[config.mk]
export PLATFORM = sky130hd
export DESIGN_NAME = dtc_timer_unit
export DESIGN_NICKNAME = d
export VERILOG_FILES = /design/src/include/dtc_pkg.sv /design/src/rtl/dtc_timer_unit.sv
export SDC_FILE = /design/constraint.sdc
export NUM_CORES = 1
export LEC_CHECK = 0
export BUFFER_PORTS_ARGS = -buffer_cell sky130_fd_sc_hd__buf_2
export CAP_MARGIN = 20
export CORE_UTILIZATION = 50
export DETAILED_ROUTE_END_ITERATION = 6
export HOLD_SLACK_MARGIN = 0.12
export PLACE_DENSITY_LB_ADDON = 0.05
export SETUP_SLACK_MARGIN = 0.4
export SLEW_MARGIN = 10
export SYNTH_ARGS = -nofsm -noshare
export SYNTH_HDL_FRONTEND = slang
export SYNTH_SLANG_ARGS = --single-unit
[constraint.sdc]
create_clock -name clk -period 4.7 [get_ports clk]
set_input_delay 1.41 -clock clk [delete_from_list [all_inputs] [get_ports clk]]
set_output_delay 1.41 -clock clk [all_outputs]
set_load 0.005 [all_outputs]
[src/include/dtc_pkg.sv]
// Purpose: shared constants and types of the dual timer/counter unit
// Assumes: 8-bit register port, 20 MHz system clock
// Notes: offsets are byte addresses on the register port

package dtc_pkg;

	// register offsets
	localparam logic [7:0] DTC_RUN_ADDR = 8'h88; // timer_run_flag_control
	localparam logic [7:0] DTC_MODE_ADDR = 8'h89; // timer_mode_control
	localparam logic [7:0] DTC_T0LO_ADDR = 8'h8a; // timer0_low_count
	localparam logic [7:0] DTC_T1LO_ADDR = 8'h8b; // timer1_low_count
	localparam logic [7:0] DTC_T0HI_ADDR = 8'h8c; // timer0_high_count
	localparam logic [7:0] DTC_T1HI_ADDR = 8'h8d; // timer1_high_count
	localparam logic [7:0] DTC_CLK_ADDR = 8'h8e; // clock_and_stretch_control
	localparam logic [7:0] DTC_ISTAT_ADDR = 8'hc0; // sticky event status, read only
	localparam logic [7:0] DTC_IEN_ADDR = 8'hc1; // event enable
	localparam logic [7:0] DTC_ICLR_ADDR = 8'hc2; // write one to clear, write only

	// timer_run_flag_control fields
	localparam int DTC_TF1_BIT = 7;
	localparam int DTC_TR1_BIT = 6;
	localparam int DTC_TF0_BIT = 5;
	localparam int DTC_TR0_BIT = 4;

	// timer_mode_control: one nibble per timer
	localparam int DTC_T0_NIB = 0;
	localparam int DTC_T1_NIB = 4;
	localparam int DTC_GATE_BIT = 3;
	localparam int DTC_CT_BIT = 2;
	localparam int DTC_MODE_LSB = 0;

	// clock_and_stretch_control fields
	localparam int DTC_T1M_BIT = 4;
	localparam int DTC_T0M_BIT = 3;

	// reset values
	localparam logic [7:0] DTC_RUN_RST = 8'h00;
	localparam logic [7:0] DTC_MODE_RST = 8'h00;
	localparam logic [7:0] DTC_CLK_RST = 8'h01;
	localparam logic [7:0] DTC_CNT_RST = 8'h00;
	localparam logic [1:0] DTC_IRQ_RST = 2'h0;

	// internal clock dividers
	localparam int DTC_DIV_FAST = 4;
	localparam int DTC_DIV_SLOW = 12;
	localparam logic [1:0] DTC_FAST_LAST = 2'(DTC_DIV_FAST - 1);
	localparam logic [3:0] DTC_SLOW_LAST = 4'(DTC_DIV_SLOW - 1);

	// mode select encodings
	typedef enum logic [1:0] {
		DTC_MODE_PRESCALE = 2'b00,
		DTC_MODE_WIDE = 2'b01,
		DTC_MODE_RELOAD = 2'b10,
		DTC_MODE_SPLIT = 2'b11
	} dtc_mode_e;

	// register port request
	typedef struct packed {
		logic [7:0] addr;
		logic [7:0] wdata;
		logic wr;
		logic rd;
	} dtc_bus_s;

	// result of one count step
	typedef struct packed {
		logic [7:0] lo;
		logic [7:0] hi;
		logic ovf;
	} dtc_step_s;

endpackage

[src/rtl/dtc_timer_unit.sv]
// Purpose: two timer/counters with four modes, gating, count pins and interrupt
// Assumes: 20 MHz clk, bus strobes one cycle wide, isrAck pulses from the same clock
// Notes: register writes to count bytes win over counting in the same cycle

`timescale 1ns/100ps
`default_nettype none

module dtc_timer_unit (
	input wire logic clk,
	input wire logic rst_n,
	input wire dtc_pkg::dtc_bus_s bus,
	input wire logic [1:0] extIntPin,
	input wire logic [1:0] countPin,
	input wire logic [1:0] isrAck,
	output logic [7:0] rdata_r,
	output logic [1:0] overflowFlag_r,
	output logic irq_r
);
	import dtc_pkg::*;

	logic [7:0] runCtl_r;
	logic [7:0] modeCtl_r;
	logic [7:0] clkCtl_r;
	logic [7:0] t0Lo_r, t0Hi_r, t1Lo_r, t1Hi_r;
	logic [1:0] fastCnt_r;
	logic [3:0] slowCnt_r;
	logic [1:0] intMeta_r, intSync_r;
	logic [1:0] cntMeta_r, cntSync_r, cntPrev_r;
	logic [1:0] irqStat_r, irqEn_r;
	logic tick4, tick12, tick0, tick1;
	logic [1:0] fall;
	logic en0, en1, inc0, inc1, incH0;
	dtc_mode_e mode0, mode1;
	dtc_step_s step0, step1;
	logic ovf0, ovf1, ovfH0;
	logic [7:0] t0HiStep;
	logic wrRun, wrMode, wrClk, wrT0Lo, wrT0Hi, wrT1Lo, wrT1Hi, wrIEn, wrIClr;

	// pick the internal tick for one timer
	function automatic logic pickTick(input logic fast, input logic t4, input logic t12);
		pickTick = fast ? t4 : t12;
	endfunction

	// timer enable from run bit, gate bit and synchronised pin
	function automatic logic timerEnable(input logic run, input logic gate, input logic pin);
		timerEnable = run & (~gate | pin);
	endfunction

	// advance one timer by one count in the given mode
	function automatic dtc_step_s stepTimer(input dtc_mode_e m, input logic [7:0] lo,
			input logic [7:0] hi, input logic inc);
		dtc_step_s s;
		logic [5:0] pre;
		logic [16:0] wide;
		logic [8:0] hiSum;
		s.lo = lo;
		s.hi = hi;
		s.ovf = 1'b0;
		pre = {1'b0, lo[4:0]} + 6'h01;
		wide = {1'b0, hi, lo} + 17'h00001;
		hiSum = {1'b0, hi} + 9'h001;
		if (inc) begin
			unique case (m)
				DTC_MODE_PRESCALE: begin
					s.lo = {lo[7:5], pre[4:0]};
					if (pre[5]) begin
						s.hi = hiSum[7:0];
						s.ovf = hiSum[8];
					end
				end
				DTC_MODE_WIDE: begin
					s.lo = wide[7:0];
					s.hi = wide[15:8];
					s.ovf = wide[16];
				end
				DTC_MODE_RELOAD: begin
					s.ovf = (lo == 8'hff);
					s.lo = s.ovf ? hi : 8'(lo + 8'h01);
				end
				DTC_MODE_SPLIT: begin
					s.ovf = (lo == 8'hff);
					s.lo = 8'(lo + 8'h01);
				end
			endcase
		end
		return s;
	endfunction

	// register write decode
	assign wrRun = bus.wr && (bus.addr == DTC_RUN_ADDR);
	assign wrMode = bus.wr && (bus.addr == DTC_MODE_ADDR);
	assign wrClk = bus.wr && (bus.addr == DTC_CLK_ADDR);
	assign wrT0Lo = bus.wr && (bus.addr == DTC_T0LO_ADDR);
	assign wrT0Hi = bus.wr && (bus.addr == DTC_T0HI_ADDR);
	assign wrT1Lo = bus.wr && (bus.addr == DTC_T1LO_ADDR);
	assign wrT1Hi = bus.wr && (bus.addr == DTC_T1HI_ADDR);
	assign wrIEn = bus.wr && (bus.addr == DTC_IEN_ADDR);
	assign wrIClr = bus.wr && (bus.addr == DTC_ICLR_ADDR);

	// clk/4 and clk/12 enables, aligned since 12 is a multiple of 4
	always_ff @(posedge clk or negedge rst_n) begin
		if (!rst_n) begin
			fastCnt_r <= 2'h0;
			slowCnt_r <= 4'h0;
		end else begin
			fastCnt_r <= (fastCnt_r == DTC_FAST_LAST) ? 2'h0 : 2'(fastCnt_r + 2'h1);
			slowCnt_r <= (slowCnt_r == DTC_SLOW_LAST) ? 4'h0 : 4'(slowCnt_r + 4'h1);
		end
	end

	assign tick4 = (fastCnt_r == DTC_FAST_LAST);
	assign tick12 = (slowCnt_r == DTC_SLOW_LAST);
	assign tick1 = pickTick(clkCtl_r[DTC_T1M_BIT], tick4, tick12);
	assign tick0 = pickTick(clkCtl_r[DTC_T0M_BIT], tick4, tick12);

	// pin synchronisers and falling edge detect on the second stage only
	always_ff @(posedge clk or negedge rst_n) begin
		if (!rst_n) begin
			intMeta_r <= 2'h0;
			intSync_r <= 2'h0;
			cntMeta_r <= 2'h3;
			cntSync_r <= 2'h3;
			cntPrev_r <= 2'h3;
		end else begin
			intMeta_r <= extIntPin;
			intSync_r <= intMeta_r;
			cntMeta_r <= countPin;
			cntSync_r <= cntMeta_r;
			cntPrev_r <= cntSync_r;
		end
	end

	assign fall = cntPrev_r & ~cntSync_r;

	// count enables and count pulses
	assign mode0 = dtc_mode_e'(modeCtl_r[DTC_T0_NIB + DTC_MODE_LSB +: 2]);
	assign mode1 = dtc_mode_e'(modeCtl_r[DTC_T1_NIB + DTC_MODE_LSB +: 2]);
	assign en0 = timerEnable(runCtl_r[DTC_TR0_BIT], modeCtl_r[DTC_T0_NIB + DTC_GATE_BIT],
		intSync_r[0]);
	assign en1 = timerEnable(runCtl_r[DTC_TR1_BIT], modeCtl_r[DTC_T1_NIB + DTC_GATE_BIT],
		intSync_r[1]);
	assign inc0 = en0 & (modeCtl_r[DTC_T0_NIB + DTC_CT_BIT] ? fall[0] : tick0);
	assign inc1 = en1 & (mode1 != DTC_MODE_SPLIT)
		& (modeCtl_r[DTC_T1_NIB + DTC_CT_BIT] ? fall[1] : tick1);
	assign incH0 = (mode0 == DTC_MODE_SPLIT) & runCtl_r[DTC_TR1_BIT] & tick0;

	// next count values
	assign step0 = stepTimer(mode0, t0Lo_r, t0Hi_r, inc0);
	assign step1 = stepTimer(mode1, t1Lo_r, t1Hi_r, inc1);
	assign t0HiStep = incH0 ? 8'(t0Hi_r + 8'h01) : step0.hi;
	assign ovf0 = step0.ovf;
	assign ovfH0 = incH0 & (t0Hi_r == 8'hff);
	assign ovf1 = step1.ovf | ovfH0;

	// timer 0 count bytes, software write wins
	always_ff @(posedge clk or negedge rst_n) begin
		if (!rst_n) begin
			t0Lo_r <= DTC_CNT_RST;
			t0Hi_r <= DTC_CNT_RST;
		end else begin
			t0Lo_r <= wrT0Lo ? bus.wdata : step0.lo;
			t0Hi_r <= wrT0Hi ? bus.wdata : t0HiStep;
		end
	end

	// timer 1 count bytes, software write wins
	always_ff @(posedge clk or negedge rst_n) begin
		if (!rst_n) begin
			t1Lo_r <= DTC_CNT_RST;
			t1Hi_r <= DTC_CNT_RST;
		end else begin
			t1Lo_r <= wrT1Lo ? bus.wdata : step1.lo;
			t1Hi_r <= wrT1Hi ? bus.wdata : step1.hi;
		end
	end

	// mode and clock select registers
	always_ff @(posedge clk or negedge rst_n) begin
		if (!rst_n) begin
			modeCtl_r <= DTC_MODE_RST;
			clkCtl_r <= DTC_CLK_RST;
		end else begin
			if (wrMode) begin
				modeCtl_r <= bus.wdata;
			end
			if (wrClk) begin
				clkCtl_r <= bus.wdata;
			end
		end
	end

	// run bits and overflow flags; hardware set beats software or service clear
	always_ff @(posedge clk or negedge rst_n) begin
		if (!rst_n) begin
			runCtl_r <= DTC_RUN_RST;
		end else begin
			if (wrRun) begin
				runCtl_r[DTC_TR1_BIT] <= bus.wdata[DTC_TR1_BIT];
				runCtl_r[DTC_TR0_BIT] <= bus.wdata[DTC_TR0_BIT];
			end
			if (ovf0) begin
				runCtl_r[DTC_TF0_BIT] <= 1'b1;
			end else if (wrRun) begin
				runCtl_r[DTC_TF0_BIT] <= bus.wdata[DTC_TF0_BIT];
			end else if (isrAck[0]) begin
				runCtl_r[DTC_TF0_BIT] <= 1'b0;
			end
			if (ovf1) begin
				runCtl_r[DTC_TF1_BIT] <= 1'b1;
			end else if (wrRun) begin
				runCtl_r[DTC_TF1_BIT] <= bus.wdata[DTC_TF1_BIT];
			end else if (isrAck[1]) begin
				runCtl_r[DTC_TF1_BIT] <= 1'b0;
			end
		end
	end

	always_ff @(posedge clk or negedge rst_n) begin
		if (!rst_n) begin
			overflowFlag_r <= 2'h0;
		end else begin
			overflowFlag_r <= {runCtl_r[DTC_TF1_BIT], runCtl_r[DTC_TF0_BIT]};
		end
	end

	// sticky event status, enable and interrupt line
	always_ff @(posedge clk or negedge rst_n) begin
		if (!rst_n) begin
			irqStat_r <= DTC_IRQ_RST;
			irqEn_r <= DTC_IRQ_RST;
			irq_r <= 1'b0;
		end else begin
			irqStat_r <= (irqStat_r & ~(wrIClr ? bus.wdata[1:0] : 2'h0)) | {ovf1, ovf0};
			if (wrIEn) begin
				irqEn_r <= bus.wdata[1:0];
			end
			irq_r <= |(irqStat_r & irqEn_r);
		end
	end

	// read data one cycle after the strobe, zero elsewhere
	always_ff @(posedge clk or negedge rst_n) begin
		if (!rst_n) begin
			rdata_r <= 8'h00;
		end else if (bus.rd) begin
			unique case (bus.addr)
				DTC_RUN_ADDR: rdata_r <= {runCtl_r[7:4], 4'h0};
				DTC_MODE_ADDR: rdata_r <= modeCtl_r;
				DTC_T0LO_ADDR: rdata_r <= t0Lo_r;
				DTC_T1LO_ADDR: rdata_r <= t1Lo_r;
				DTC_T0HI_ADDR: rdata_r <= t0Hi_r;
				DTC_T1HI_ADDR: rdata_r <= t1Hi_r;
				DTC_CLK_ADDR: rdata_r <= clkCtl_r;
				DTC_ISTAT_ADDR: rdata_r <= {6'h00, irqStat_r};
				DTC_IEN_ADDR: rdata_r <= {6'h00, irqEn_r};
				default: rdata_r <= 8'h00;
			endcase
		end else begin
			rdata_r <= 8'h00;
		end
	end

	// checks
	gateHold_a: assert property (@(posedge clk) disable iff (!rst_n)
		(modeCtl_r[DTC_T0_NIB + DTC_GATE_BIT] && !intSync_r[0] && !bus.wr)
		|=> $stable(t0Lo_r)) else $error("gated timer 0 advanced with pin low");

	runCount_a: assert property (@(posedge clk) disable iff (!rst_n)
		(!modeCtl_r[DTC_T0_NIB + DTC_GATE_BIT] && runCtl_r[DTC_TR0_BIT] && tick0
		&& !modeCtl_r[DTC_T0_NIB + DTC_CT_BIT] && mode0 == DTC_MODE_WIDE && !bus.wr)
		|=> t0Lo_r == 8'($past(t0Lo_r) + 8'h01)) else $error("running timer 0 missed a tick");

	internalOnly_a: assert property (@(posedge clk) disable iff (!rst_n)
		(!modeCtl_r[DTC_T0_NIB + DTC_CT_BIT] && !tick0 && !bus.wr)
		|=> $stable(t0Lo_r)) else $error("timer 0 moved without an internal tick");

	edgeCount_a: assert property (@(posedge clk) disable iff (!rst_n)
		(modeCtl_r[DTC_T0_NIB + DTC_CT_BIT] && en0 && mode0 == DTC_MODE_WIDE && !bus.wr)
		|=> t0Lo_r == 8'($past(t0Lo_r) + {7'h00, $past(fall[0])}))
		else $error("timer 0 edge count wrong");

	prescaleHold_a: assert property (@(posedge clk) disable iff (!rst_n)
		(mode0 == DTC_MODE_PRESCALE && t0Lo_r[4:0] != 5'h1f && !bus.wr)
		|=> $stable(t0Hi_r)) else $error("high byte moved before prescaler wrap");

	wideCarry_a: assert property (@(posedge clk) disable iff (!rst_n)
		(mode0 == DTC_MODE_WIDE && inc0 && t0Lo_r == 8'hff && !bus.wr)
		|=> t0Hi_r == 8'($past(t0Hi_r) + 8'h01) && t0Lo_r == 8'h00)
		else $error("wide carry lost");

	autoReload_a: assert property (@(posedge clk) disable iff (!rst_n)
		(mode1 == DTC_MODE_RELOAD && inc1 && t1Lo_r == 8'hff && !bus.wr)
		|=> t1Lo_r == $past(t1Hi_r) && runCtl_r[DTC_TF1_BIT])
		else $error("reload or flag missing");

	splitHigh_a: assert property (@(posedge clk) disable iff (!rst_n)
		(mode0 == DTC_MODE_SPLIT && runCtl_r[DTC_TR1_BIT] && tick0 && !bus.wr)
		|=> t0Hi_r == 8'($past(t0Hi_r) + 8'h01)) else $error("split high byte stalled");

	splitHold_a: assert property (@(posedge clk) disable iff (!rst_n)
		(mode1 == DTC_MODE_SPLIT && !bus.wr) |=> $stable(t1Lo_r) && $stable(t1Hi_r))
		else $error("timer 1 counted in split mode");

	slowDiv_a: assert property (@(posedge clk) disable iff (!rst_n)
		tick12 |=> !tick12 [*8] ##1 !tick12 ##1 !tick12 ##1 !tick12 ##1 tick12)
		else $error("slow divider period wrong");

	fastDiv_a: assert property (@(posedge clk) disable iff (!rst_n)
		tick4 |=> !tick4 [*3] ##1 tick4) else $error("fast divider period wrong");

	writeCount_a: assert property (@(posedge clk) disable iff (!rst_n)
		wrT1Hi |=> t1Hi_r == $past(bus.wdata)) else $error("count byte write lost");

	flagSet_a: assert property (@(posedge clk) disable iff (!rst_n)
		ovf1 |=> runCtl_r[DTC_TF1_BIT] ##1 overflowFlag_r[1])
		else $error("overflow flag not set");

	edgeOnce_a: assert property (@(posedge clk) disable iff (!rst_n)
		fall[0] |=> !fall[0]) else $error("one edge counted twice");

	splitFlag_a: assert property (@(posedge clk) disable iff (!rst_n)
		ovfH0 |=> runCtl_r[DTC_TF1_BIT]) else $error("split overflow missed flag");

	irqLine_a: assert property (@(posedge clk) disable iff (!rst_n)
		(|(irqStat_r & irqEn_r)) |=> irq_r) else $error("interrupt not raised");

	irqDrop_a: assert property (@(posedge clk) disable iff (!rst_n)
		(!(|(irqStat_r & irqEn_r))) |=> !irq_r)
		else $error("interrupt held without cause");

	splitLow_a: assert property (@(posedge clk) disable iff (!rst_n)
		(mode0 == DTC_MODE_SPLIT && en0 && modeCtl_r[DTC_T0_NIB + DTC_CT_BIT] && fall[0]
		&& !bus.wr) |=> t0Lo_r == 8'($past(t0Lo_r) + 8'h01)) else $error("split low byte stalled");

	runOff_a: assert property (@(posedge clk) disable iff (!rst_n)
		(!runCtl_r[DTC_TR0_BIT] && !bus.wr) |=> $stable(t0Lo_r))
		else $error("stopped timer 0 advanced");

	ackClear_a: assert property (@(posedge clk) disable iff (!rst_n)
		(isrAck[1] && !ovf1 && !wrRun) |=> !runCtl_r[DTC_TF1_BIT])
		else $error("service entry left flag set");

	stickyStat_a: assert property (@(posedge clk) disable iff (!rst_n)
		(irqStat_r[1] && !(wrIClr && bus.wdata[1])) |=> irqStat_r[1])
		else $error("status bit dropped without clear");

	readIdle_a: assert property (@(posedge clk) disable iff (!rst_n)
		!bus.rd |=> rdata_r == 8'h00)
		else $error("read data outside read cycle");

	writeLow_a: assert property (@(posedge clk) disable iff (!rst_n)
		wrT0Lo |=> t0Lo_r == $past(bus.wdata))
		else $error("low count byte write lost");

endmodule

`default_nettype wire

==> qor.yml, run 1 <==
ff_latch_area_um2: 2090
place_congestion: 0.928
syn_avg_cell_area_um2: 9.52
slew_headroom: 0.288
crit_path_top_delay_cell: "nand4_1"
slowest_delay_ns: 0.63
avgRoutedWirePerCell_um: 20.9
min_period_ns: 3.21
hold_depth: 0
fmax_ghz: 0.311
track_usage: 0.296
ys_seq_elements: 83
antenna_found_initial: 0
cap_violations: 0
critical_path.top_delay_family: "simple AND/OR/NAND/NOR gates"
outcome: "complete, no violations"
final_max_slew_viol_count: 0
fin_skew_ns: 0.0113
p_per_area_nw_per_um2: 314
die_h_um: 101
die_x_um: 101
ioPinCount: 37
path_depth: 7
drive_above_1_share: 0.196
drt_iter0_drc: 324
die-area_um2: 10100
min_period_over_period: 0.683
clkTransAtPathRegs_ns: 0.09
cts_max_level: 3
critical_path_required_ns: 4.97
cts_tree: "done"
crit_end: "t0Hi_r[5]"
grt_pass1_wl_um: 21800
ant_nets: 0
switching_share: 0.314
cts.sinks: 83
tns_ns: 0
start_kind: "input port"
first_pass_iters: 6
pwr-share-clk: 0.323
r2r_end: "t0Hi_r[0]"
rsz0062_at_grt: "no"
hp-class: "register to register"
vias: 4132
regToRegSetupSlack_ns: 2.26
synth_edf_count: 0
viasPerCell: 6.18
antennaDiodeCount: 0
post_cts_buffers: 0
routed_wl_um: 14000
cts_hold_buf: 0
syn_to_final_growth_pct: 10.0
drc: 0
synth_area_um2: 4860
num_rows: 35
grt.overflow.total: 0
hpwl_um: 10100
rr_worst_depth: 6
setup_viol: 0
critPathKind: "input port to register"
syn_inst: 511
leakagePower_nw: 2.11
portBuffers: 36
synth_cell_types: 69
rr_startpoint: "cntPrev_r[0]"
crit_fanout: 24
core_um2: 9330
critPathArrivalTime_ns: 3.48
peakVddDrop_mv: 0.173
max_slew.worst_pin.slew_ns: 1.06
startpoint: "bus[10]"
cp_num_buf_inv: 1
clk_latency_ns: 0.36
ys_async_sr_fraction: 1.00
synth_nets: 543
grt_max_degree: 84
worstPathCellList: "buf_2 -> nor3b_1 -> nand4_1 -> nand2_1 -> a211oi_1 -> a211o_1 -> a31oi_1"
cts_made_buffers: 9
hold_viol_final: 0
ys.flop_type: "dfrtp_1"
nets: 567
total_power_mw: 1.68
comb_power_share: 0.170
grt_pass1_vias: 3828
initial_core_util: 0.522
power.switching_mw: 0.528
intPower_mw: 1.15
ys.warnings.count: 0
multiInputGateArea_um2: 2660
p_seq_frac: 0.507
clockBufferDepth: 2
end_kind: "register"
post_cts_resized: 0
seq_area_frac_synth: 0.429
n_fill_cell: 873
cts-root-buf: "clkbuf_8"
final_util: 0.574
synthesized netlist by cell type, drive strengths merged (8+ instances only):
cell	number	area [um2]
a31oi	9	56.3
nand3	24	125
a22oi	8	60.1
buf	8	37.5
and3	8	50.1
o21ai	34	174
a211oi	8	65.1
xnor2	9	78.8
dfrtp	76	1900
nor3	10	55.1
nand2	69	262
mux2	27	304
mux2i	15	150
xor2	10	87.6
nor2	45	171
inv	8	30.0
clkbuf	16	61.3
a21oi	23	115
cells by family after synthesis:
family                   share of synthesized area
AO/OA/AOI/OAI                                0.177
adder cells (fa/ha/maj)                     0.0154
AND/OR/NAND/NOR                              0.206
flip-flops                                   0.429
buffers and inverters                       0.0265
multiplexers                                 0.112
XOR/XNOR                                    0.0342
final cells by class:
type                    count  share of cell area
repair buffers             37              0.0393
flip-flops and latches     83               0.390
multi-input cells         396               0.496
inverters                   8             0.00561
well taps                 129              0.0302
clock buffers              10              0.0257
clock inverters             6              0.0133
metrics by stage:
stage | hold WS, ns | worst slack [ns] | cell area (um2) | std cells
detailed placement | 0.335 | 1.18 | 5110 | 652
CTS | 0.357 | 1.54 | 5320 | 668
global placement | 0.332 | 1.27 | 5110 | 652
floorplan | 0.331 | 1.78 | 4860 | 511
finish | 0.357 | 1.49 | 5350 | 669
global route | 0.362 | 1.34 | 5350 | 669
per-layer routing:
| metal | GRT usage | share of wire | vias to the layer above |
|---|---|---|---|
| li1 | - | - | 1923 |
| met1 | 0.430 | 0.46 | 1979 |
| met2 | 0.442 | 0.44 | 202 |
| met3 | 0.0631 | 0.077 | 28 |
| met4 | 0.0970 | 0.028 | 0 |
| met5 | 0 | 0 | - |
power groups by stage:
stage	logic (mW)	registers [mW]	clock network (mW)
2_1_floorplan	0.218	0.817	0
3_3_place_gp	0.275	0.862	0
3_5_place_dp	0.280	0.863	0
4_1_cts	0.281	0.850	0.556
5_1_grt	0.318	0.860	0.589
6_report	0.286	0.853	0.543
worst min path at each step:
| stage | start | endpoint | slack (ns) |
|---|---|---|---|
| finish | intMeta_r[1] | intSync_r[1] | 0.36 |
| global route | intMeta_r[1] | intSync_r[1] | 0.36 |
| CTS | intMeta_r[1] | intSync_r[1] | 0.36 |
| detailed placement | intMeta_r[1] | intSync_r[1] | 0.33 |
| global placement | intMeta_r[0] | intSync_r[0] | 0.33 |
| floorplan | intMeta_r[0] | intSync_r[0] | 0.33 |
sequential cells by signal, summed over array words and instances (netlist names):
name	cells
clkCtl_r	8
cntMeta_r	2
cntPrev_r	2
cntSync_r	2
fastCnt_r	2
intMeta_r	2
intSync_r	2
irqEn_r	2
irqStat_r	2
irq_r	1
modeCtl_r	8
overflowFlag_r	2
rdata_r	8
runCtl_r	4
slowCnt_r	4
t0Hi_r	8
t0Lo_r	8
t1Hi_r	8
t1Lo_r	8
placed cells by master (no fill, tap or decap), types with 4 or more instances in the layout:
master and count:
a211o_1 4, a211oi_1 7, a21oi_1 23, a22o_1 5
a22oi_1 8, a31oi_1 9, and2_1 4, and3_1 8
and4_1 4, buf_2 35, clkbuf_8 10, dfrtp_1 76
dfstp_2 7, ha_1 6, inv_1 8, mux2_2 27
mux2i_1 15, mux4_2 4, nand2_1 68, nand2b_1 5
nand3_1 23, nand3b_1 5, nand4_1 4, nor2_1 44
nor2b_1 7, nor3_1 8, o21ai_0 24, o21ai_1 9
o22ai_1 5, o31ai_1 7, xnor2_1 9, xor2_1 10
(Power assumes the default switching activity.)
==> run 2: changes to the inputs <==
clock period = 2.62 ns   (was 4.7 ns; I/O delays follow)
==> run 2 against run 1 <==
  * Worst setup slack worse by 0.99 ns
  * Clock skew grew 0.0014 ns
  * Hold slack lost 0.15 ns
  * Register-to-register slack got worse by 1.8 ns
  * First-iteration DRC count grew 15%
  * Sequential share of layout area fell by 1.1 points
  * Clock power is 66% higher
  * Largest cell class unchanged
  * Largest power group unchanged
==> qor.yml, run 2 (synthesized netlist as in run 1, its figures left out) <==
outcome: "complete, no violations"  # unchanged
cts_made_buffers: 9  # unchanged
n_fill_cell: 871  # was 873
hp-class: "input port to asynchronous set/reset pin"  # was register to register
critPathKind: "register to register"  # was input port to register
fin_skew_ns: 0.0126  # was 0.0113 ns
rr_startpoint: "slowCnt_r[0]"  # was cntPrev_r[0]
initial_core_util: 0.522  # unchanged
drt_iter0_drc: 371  # was 324
cts.sinks: 83  # unchanged
rsz0062_at_grt: "yes"  # was no
r2r_end: "t1Hi_r[4]"  # was t0Hi_r[0]
grt.overflow.total: 0  # unchanged
intPower_mw: 1.98  # was 1.15 mW
leakagePower_nw: 2.20  # was 2.11 nW
p_per_area_nw_per_um2: 538  # was 314 nW/um2
cts_hold_buf: 0  # unchanged
clk_latency_ns: 0.37  # was 0.36 ns
setup_viol: 0  # unchanged
critPathArrivalTime_ns: 2.38  # was 3.48 ns
num_rows: 35  # unchanged
nets: 588  # was 567
cts_tree: "done"  # unchanged
clkTransAtPathRegs_ns: 0.09  # about the same
viasPerCell: 6.23  # was 6.18
crit_fanout: 9  # was 24
cap_violations: 0  # unchanged
final_cell_area_um2: 5510  # was 5350 um2
min_period_over_period: 0.810
cts-root-buf: "clkbuf_8"  # unchanged
crit_end: "t1Hi_r[4]"  # was t0Hi_r[5]
slowest_delay_ns: 0.55  # was 0.63 ns
dpl-instance-area_um2: 5260  # was 5110 um2
fmax_ghz: 0.471
ant_nets: 0  # unchanged
place_congestion: 0.979  # was 0.928
critical_path_required_ns: 2.88  # was 4.97 ns
pwr-share-clk: 0.303  # was 0.323
comb_power_share: 0.183  # was 0.170
portBuffers: 36  # unchanged
tns_ns: 0  # unchanged
crit_path_top_delay_cell: "a2111oi_4"  # was nand4_1
grt_pass1_vias: 3922  # was 3,828
grt_max_degree: 52  # was 84
setup_slack_ns: 0.497  # was 1.49 ns
routed_wl_um: 14300  # was 14,000 um
layout_commonest_cell: "dfrtp_1"  # unchanged
final_max_slew_viol_count: 0  # unchanged
drc: 0  # unchanged
startpoint: "slowCnt_r[0]"  # was bus[10]
final_cell_mix: "dfrtp_1 (74), nand2_1 (68), nor2_1 (44)"  # was dfrtp_1 (76), nand2_1 (68), nor2_1 (44)
end_kind: "register"  # unchanged
worstPathCellList: "ha_1 -> nand3b_1 -> o21a_1 -> a2111oi_4 -> nand3_1 -> xor2_1 -> o21ai_1"  # was buf_2 -> nor3b_1 -> nand4_1 -> nand2_1 -> a211oi_1 -> a211o_1 -> a31oi_1
grt_pass1_wl_um: 21900  # was 21,800 um
clockBufferDepth: 2  # unchanged
syn_to_final_growth_pct: 13.3  # was 10.0%
p_seq_frac: 0.513  # was 0.507
hpwl_um: 10100  # about the same
min_period_ns: 2.12
first_pass_iters: 5  # was 6
hold_ws_ns: 0.211  # was 0.357 ns
antenna_found_initial: 0  # unchanged
vias: 4302  # was 4,132
rr_worst_depth: 7  # was 6
max_slew.worst_pin.slew_ns: 0.573  # was 1.06 ns
core_um2: 9330  # unchanged
antennaDiodeCount: 0  # unchanged
regToRegSetupSlack_ns: 0.50  # was 2.26 ns
start_kind: "register"  # was input port
die_x_um: 101  # unchanged
dp_slack_ns: 0.293  # was 1.18 ns
slew_headroom: 0.615  # was 0.288
cts_max_level: 3  # unchanged
ioPinCount: 37  # unchanged
peakVddDrop_mv: 0.233  # was 0.173 mV
die_h_um: 101  # unchanged
drive_above_1_share: 0.237  # was 0.196
avgRoutedWirePerCell_um: 20.7  # was 20.9 um
switching_share: 0.330  # was 0.314
track_usage: 0.295  # was 0.296
die-area_um2: 10100  # unchanged
hold_viol_final: 0  # unchanged
power.switching_mw: 0.979  # was 0.528 mW
==> run 2: cell types whose count changed in the layout (fill, tap and decap cells not counted), sizes merged <==
cell | before | now
bufinv | 1 | 0
clkinv | 1 | 2
buf | 37 | 58
==> run 2: what timing repair did <==
| item | in CTS | in global routing |
|---|---|---|
| gates resized for setup | 4 | 5 |
| endpoints found under the setup margin | 7 | 14 |
| pin swaps | 1 | 3 |
| setup buffers | 0 | 4 |
==> run 2: final cells by class <==
| type | instances | area, um2 | share of cell area |
|---|---|---|---|
| multi-input combinational | 396 | 2690 | 0.488 |
| sequential | 83 | 2090 | 0.379 |
| timing repair buffer | 58 | 360 | 0.0654 |
| clock inverter | 6 | 46.3 | 0.00840 |
| clock buffer | 10 | 138 | 0.0250 |
| tap | 129 | 161 | 0.0293 |
| inverter | 8 | 30.0 | 0.00545 |
==> run 2: per-stage QoR <==
stage,utilization,power [mW],instances
after floorplan,-,1.86,511
after global placement,0.564,2.06,670
after detailed placement,0.564,2.06,670
after CTS,0.586,2.96,686
after global routing,0.591,3.09,690
final,0.591,2.96,690
==> run 2: routing by layer <==
layer / GRT usage / vias up / share of wire
met5: 0 / - / 0
met4: 0.100 / 0 / 0.023
met3: 0.0562 / 25 / 0.069
met2: 0.462 / 194 / 0.46
met1: 0.414 / 2123 / 0.45
li1: - / 1960 / -
==> run 2: worst min path at each step <==
stage | startpoint | end | slack (ns)
finish | rst_n | irqEn_r[0] | 0.21
global route | rst_n | irqEn_r[0] | 0.21
CTS | rst_n | irqEn_r[1] | 0.21
detailed placement | intMeta_r[0] | intSync_r[0] | 0.34
global placement | intMeta_r[1] | intSync_r[1] | 0.34
floorplan | intMeta_r[0] | intSync_r[0] | 0.33
==> run 2: critical path: cells and delay by family (launching register included) <==
| kind | cells | cell delay [ns] |
|---|---|---|
| compound gates | 3 | 0.89 |
| flops | 1 | 0.38 |
| simple gates | 2 | 0.31 |
| fa+ha+maj | 1 | 0.23 |
| xor+xnor | 1 | 0.20 |
==> run 2: power groups by stage <==
stage	sequential (mW)	combinational, mW	clock, mW
after global routing	1.53	0.601	0.957
after global placement	1.54	0.518	0
after detailed placement	1.54	0.527	0
after floorplan	1.47	0.391	0
final	1.52	0.543	0.899
after CTS	1.51	0.535	0.909
==> run 3: changes to the inputs <==
clock period = 2 ns   (was 2.62 ns; I/O delays follow)
==> run 3 against run 2 <==
  * Sequential power is 28% higher
  * Combinational power grew 110%
  * Hold slack worse by 0.063 ns
  * Register-to-register slack got worse by 0.47 ns
  * Power increased by 44%
  * First-iteration DRC count is 4.6% lower
  * Sequential share of layout area fell by 6.8 points
==> qor.yml, run 3 (synthesized netlist as in run 1, its figures left out) <==
outcome: "complete, no violations"  # unchanged
portBuffers: 36  # unchanged
rsz0062_at_grt: "yes"  # unchanged
core_um2: 9330  # unchanged
crit_end: "t0Hi_r[5]"  # was t1Hi_r[4]
max_slew.worst_pin.slew_ns: 0.494  # was 0.573 ns
viasPerCell: 6.01  # was 6.23
startpoint: "slowCnt_r[1]"  # was slowCnt_r[0]
dp.cells: 713  # was 670
place_congestion: 0.918  # was 0.979
nets: 658  # was 588
cts_max_level: 3  # unchanged
leakagePower_nw: 2.73  # was 2.20 nW
clkTransAtPathRegs_ns: 0.10  # was 0.09 ns
rr_startpoint: "slowCnt_r[1]"  # was slowCnt_r[0]
crit_fanout: 6  # was 9
slowest_delay_ns: 0.37  # was 0.55 ns
hpwl_um: 10800  # was 10,100 um
hold_viol_final: 0  # unchanged
die-area_um2: 10100  # unchanged
drc: 0  # unchanged
min_period_ns: 1.97  # was 2.12 ns
cap_violations: 0  # unchanged
ant_nets: 0  # unchanged
critPathKind: "register to register"  # unchanged
drt_iter0_drc: 354  # was 371
fin_cells: 760  # was 690
grt.overflow.total: 0  # unchanged
antennaDiodeCount: 0  # unchanged
clk_latency_ns: 0.37  # about the same
final_util: 0.719  # was 0.591
slew_headroom: 0.670  # was 0.615
antenna_found_initial: 0  # unchanged
grt_max_degree: 35  # was 52
die_h_um: 101  # unchanged
total_power_mw: 4.28  # was 2.96 mW
grt_pass1_vias: 4139  # was 3,922
p_per_area_nw_per_um2: 638  # was 538 nW/um2
start_kind: "register"  # unchanged
vias: 4566  # was 4,302
critical_path_required_ns: 2.29  # was 2.88 ns
critPathArrivalTime_ns: 2.26  # was 2.38 ns
n_fill_cell: 736  # was 871
setup_slack_ns: 0.0296  # was 0.497 ns
cts.sinks: 83  # unchanged
initial_core_util: 0.522  # unchanged
dp_slack_ns: -0.0325  # was 0.293 ns
end_kind: "register"  # unchanged
layout_commonest_cell: "dfrtp_1"  # unchanged
setup_viol: 0  # unchanged
cts_hold_buf: 0  # unchanged
syn_to_final_growth_pct: 37.9  # was 13.3%
worstPathCellList: "ha_2 -> and4bb_2 -> nor3_4 -> buf_6 -> buf_4 -> nor2_4 -> a22oi_2 -> a211o_1 -> a31oi_1"  # was ha_1 -> nand3b_1 -> o21a_1 -> a2111oi_4 -> nand3_1 -> xor2_1 -> o21ai_1
die_x_um: 101  # unchanged
final_cell_area_um2: 6710  # was 5510 um2
regToRegSetupSlack_ns: 0.03  # was 0.50 ns
dpl-instance-area_um2: 5790  # was 5260 um2
first_pass_iters: 5  # unchanged
rr_worst_depth: 9  # was 7
hp-class: "input port to asynchronous set/reset pin"  # unchanged
peakVddDrop_mv: 0.475  # was 0.233 mV
r2r_end: "t0Hi_r[5]"  # was t1Hi_r[4]
ioPinCount: 37  # unchanged
drive_above_1_share: 0.428  # was 0.237
cts-root-buf: "clkbuf_8"  # unchanged
final_cell_mix: "dfrtp_1 (75), buf_4 (70), nand2_1 (62)"  # was dfrtp_1 (74), nand2_1 (68), nor2_1 (44)
fin_skew_ns: 0.0192  # was 0.0126 ns
final_max_slew_viol_count: 0  # unchanged
num_rows: 35  # unchanged
grt_pass1_wl_um: 23200  # was 21,900 um
clockBufferDepth: 2  # unchanged
fmax_ghz: 0.508  # was 0.471 GHz
avgRoutedWirePerCell_um: 19.8  # was 20.7 um
crit_path_top_delay_cell: "dfrtp_1"  # was a2111oi_4
track_usage: 0.307  # was 0.295
routed_wl_um: 15000  # was 14,300 um
cts_made_buffers: 9  # unchanged
cts_tree: "done"  # unchanged
min_period_over_period: 0.985  # was 0.810
==> run 3: cell types whose count changed in the layout (fill, tap and decap cells not counted), moves of 5 or more <==
cell | previous run | this run
buf_4 | 22 | 70
buf_6 | 0 | 17
mux2_2 | 27 | 12
mux2_4 | 0 | 15
o21ai_0 | 24 | 13
o21ai_1 | 9 | 18
nor2_1 | 44 | 36
a21oi_1 | 23 | 16
a21oi_2 | 0 | 7
buf_12 | 1 | 7
nand2_1 | 68 | 62
a211oi_1 | 7 | 2
nand3_1 | 23 | 18
nor2_2 | 0 | 5
==> run 3: critical path, delay by kind of cell (launching register included) <==
kind / cells / cell delay, ns
AND/OR/NAND/NOR: 3 / 0.52
buffers and inverters: 2 / 0.28
AO/OA/AOI/OAI: 3 / 0.54
flip-flops: 1 / 0.37
adder cells (fa/ha/maj): 1 / 0.20
==> run 3: final cells by class <==
cell class	count	area, um2	share of cell area
multi-input cells	396	3200	0.478
flip-flops and latches	83	2090	0.311
repair buffers	128	1040	0.155
well taps	129	161	0.0241
clock buffers	10	138	0.0205
clock inverters	6	48.8	0.00728
inverters	8	30.0	0.00448
==> run 3: repair_timing <==
| item | in CTS | in global routing |
|---|---|---|
| buffers inserted | 14 | 16 |
| pin swaps | 26 | 24 |
| cloned | 0 | 1 |
| endpoints found under the setup margin | 38 | 52 |
| gates resized for setup | 53 | 60 |
==> run 3: report_power, final <==
part	internal (mW)	switching (mW)
Clock	0.496	0.691
Combinational	0.566	0.592
Sequential	1.79	0.145
==> run 3: worst min-delay path by stage <==
stage | start | end | slack (ns) | cells past startpoint
floorplan | rst_n | clkCtl_r[1] | 0.30 | 0
global placement | intMeta_r[1] | intSync_r[1] | 0.34 | 0
detailed placement | intMeta_r[1] | intSync_r[1] | 0.34 | 0
CTS | rst_n | t0Hi_r[7] | 0.15 | 1
global route | rst_n | fastCnt_r[0] | 0.16 | 1
finish | rst_n | t0Hi_r[7] | 0.15 | 1
==> run 3: per-stage QoR <==
| stage | hold WS [ns] | TNS (ns) |
|---|---|---|
| 2_1_floorplan | 0.304 | 0 |
| 3_3_place_gp | 0.337 | -0.0521 |
| 3_5_place_dp | 0.338 | -0.0452 |
| 4_1_cts | 0.152 | 0 |
| 5_1_grt | 0.163 | -0.333 |
| 6_report | 0.148 | 0 |
==> run 3: metal layers <==
metal	GRT usage	routed length (um)
met2	0.464	6760
met3	0.0361	1040
met5	0	0
met4	0.109	436
met1	0.456	6820
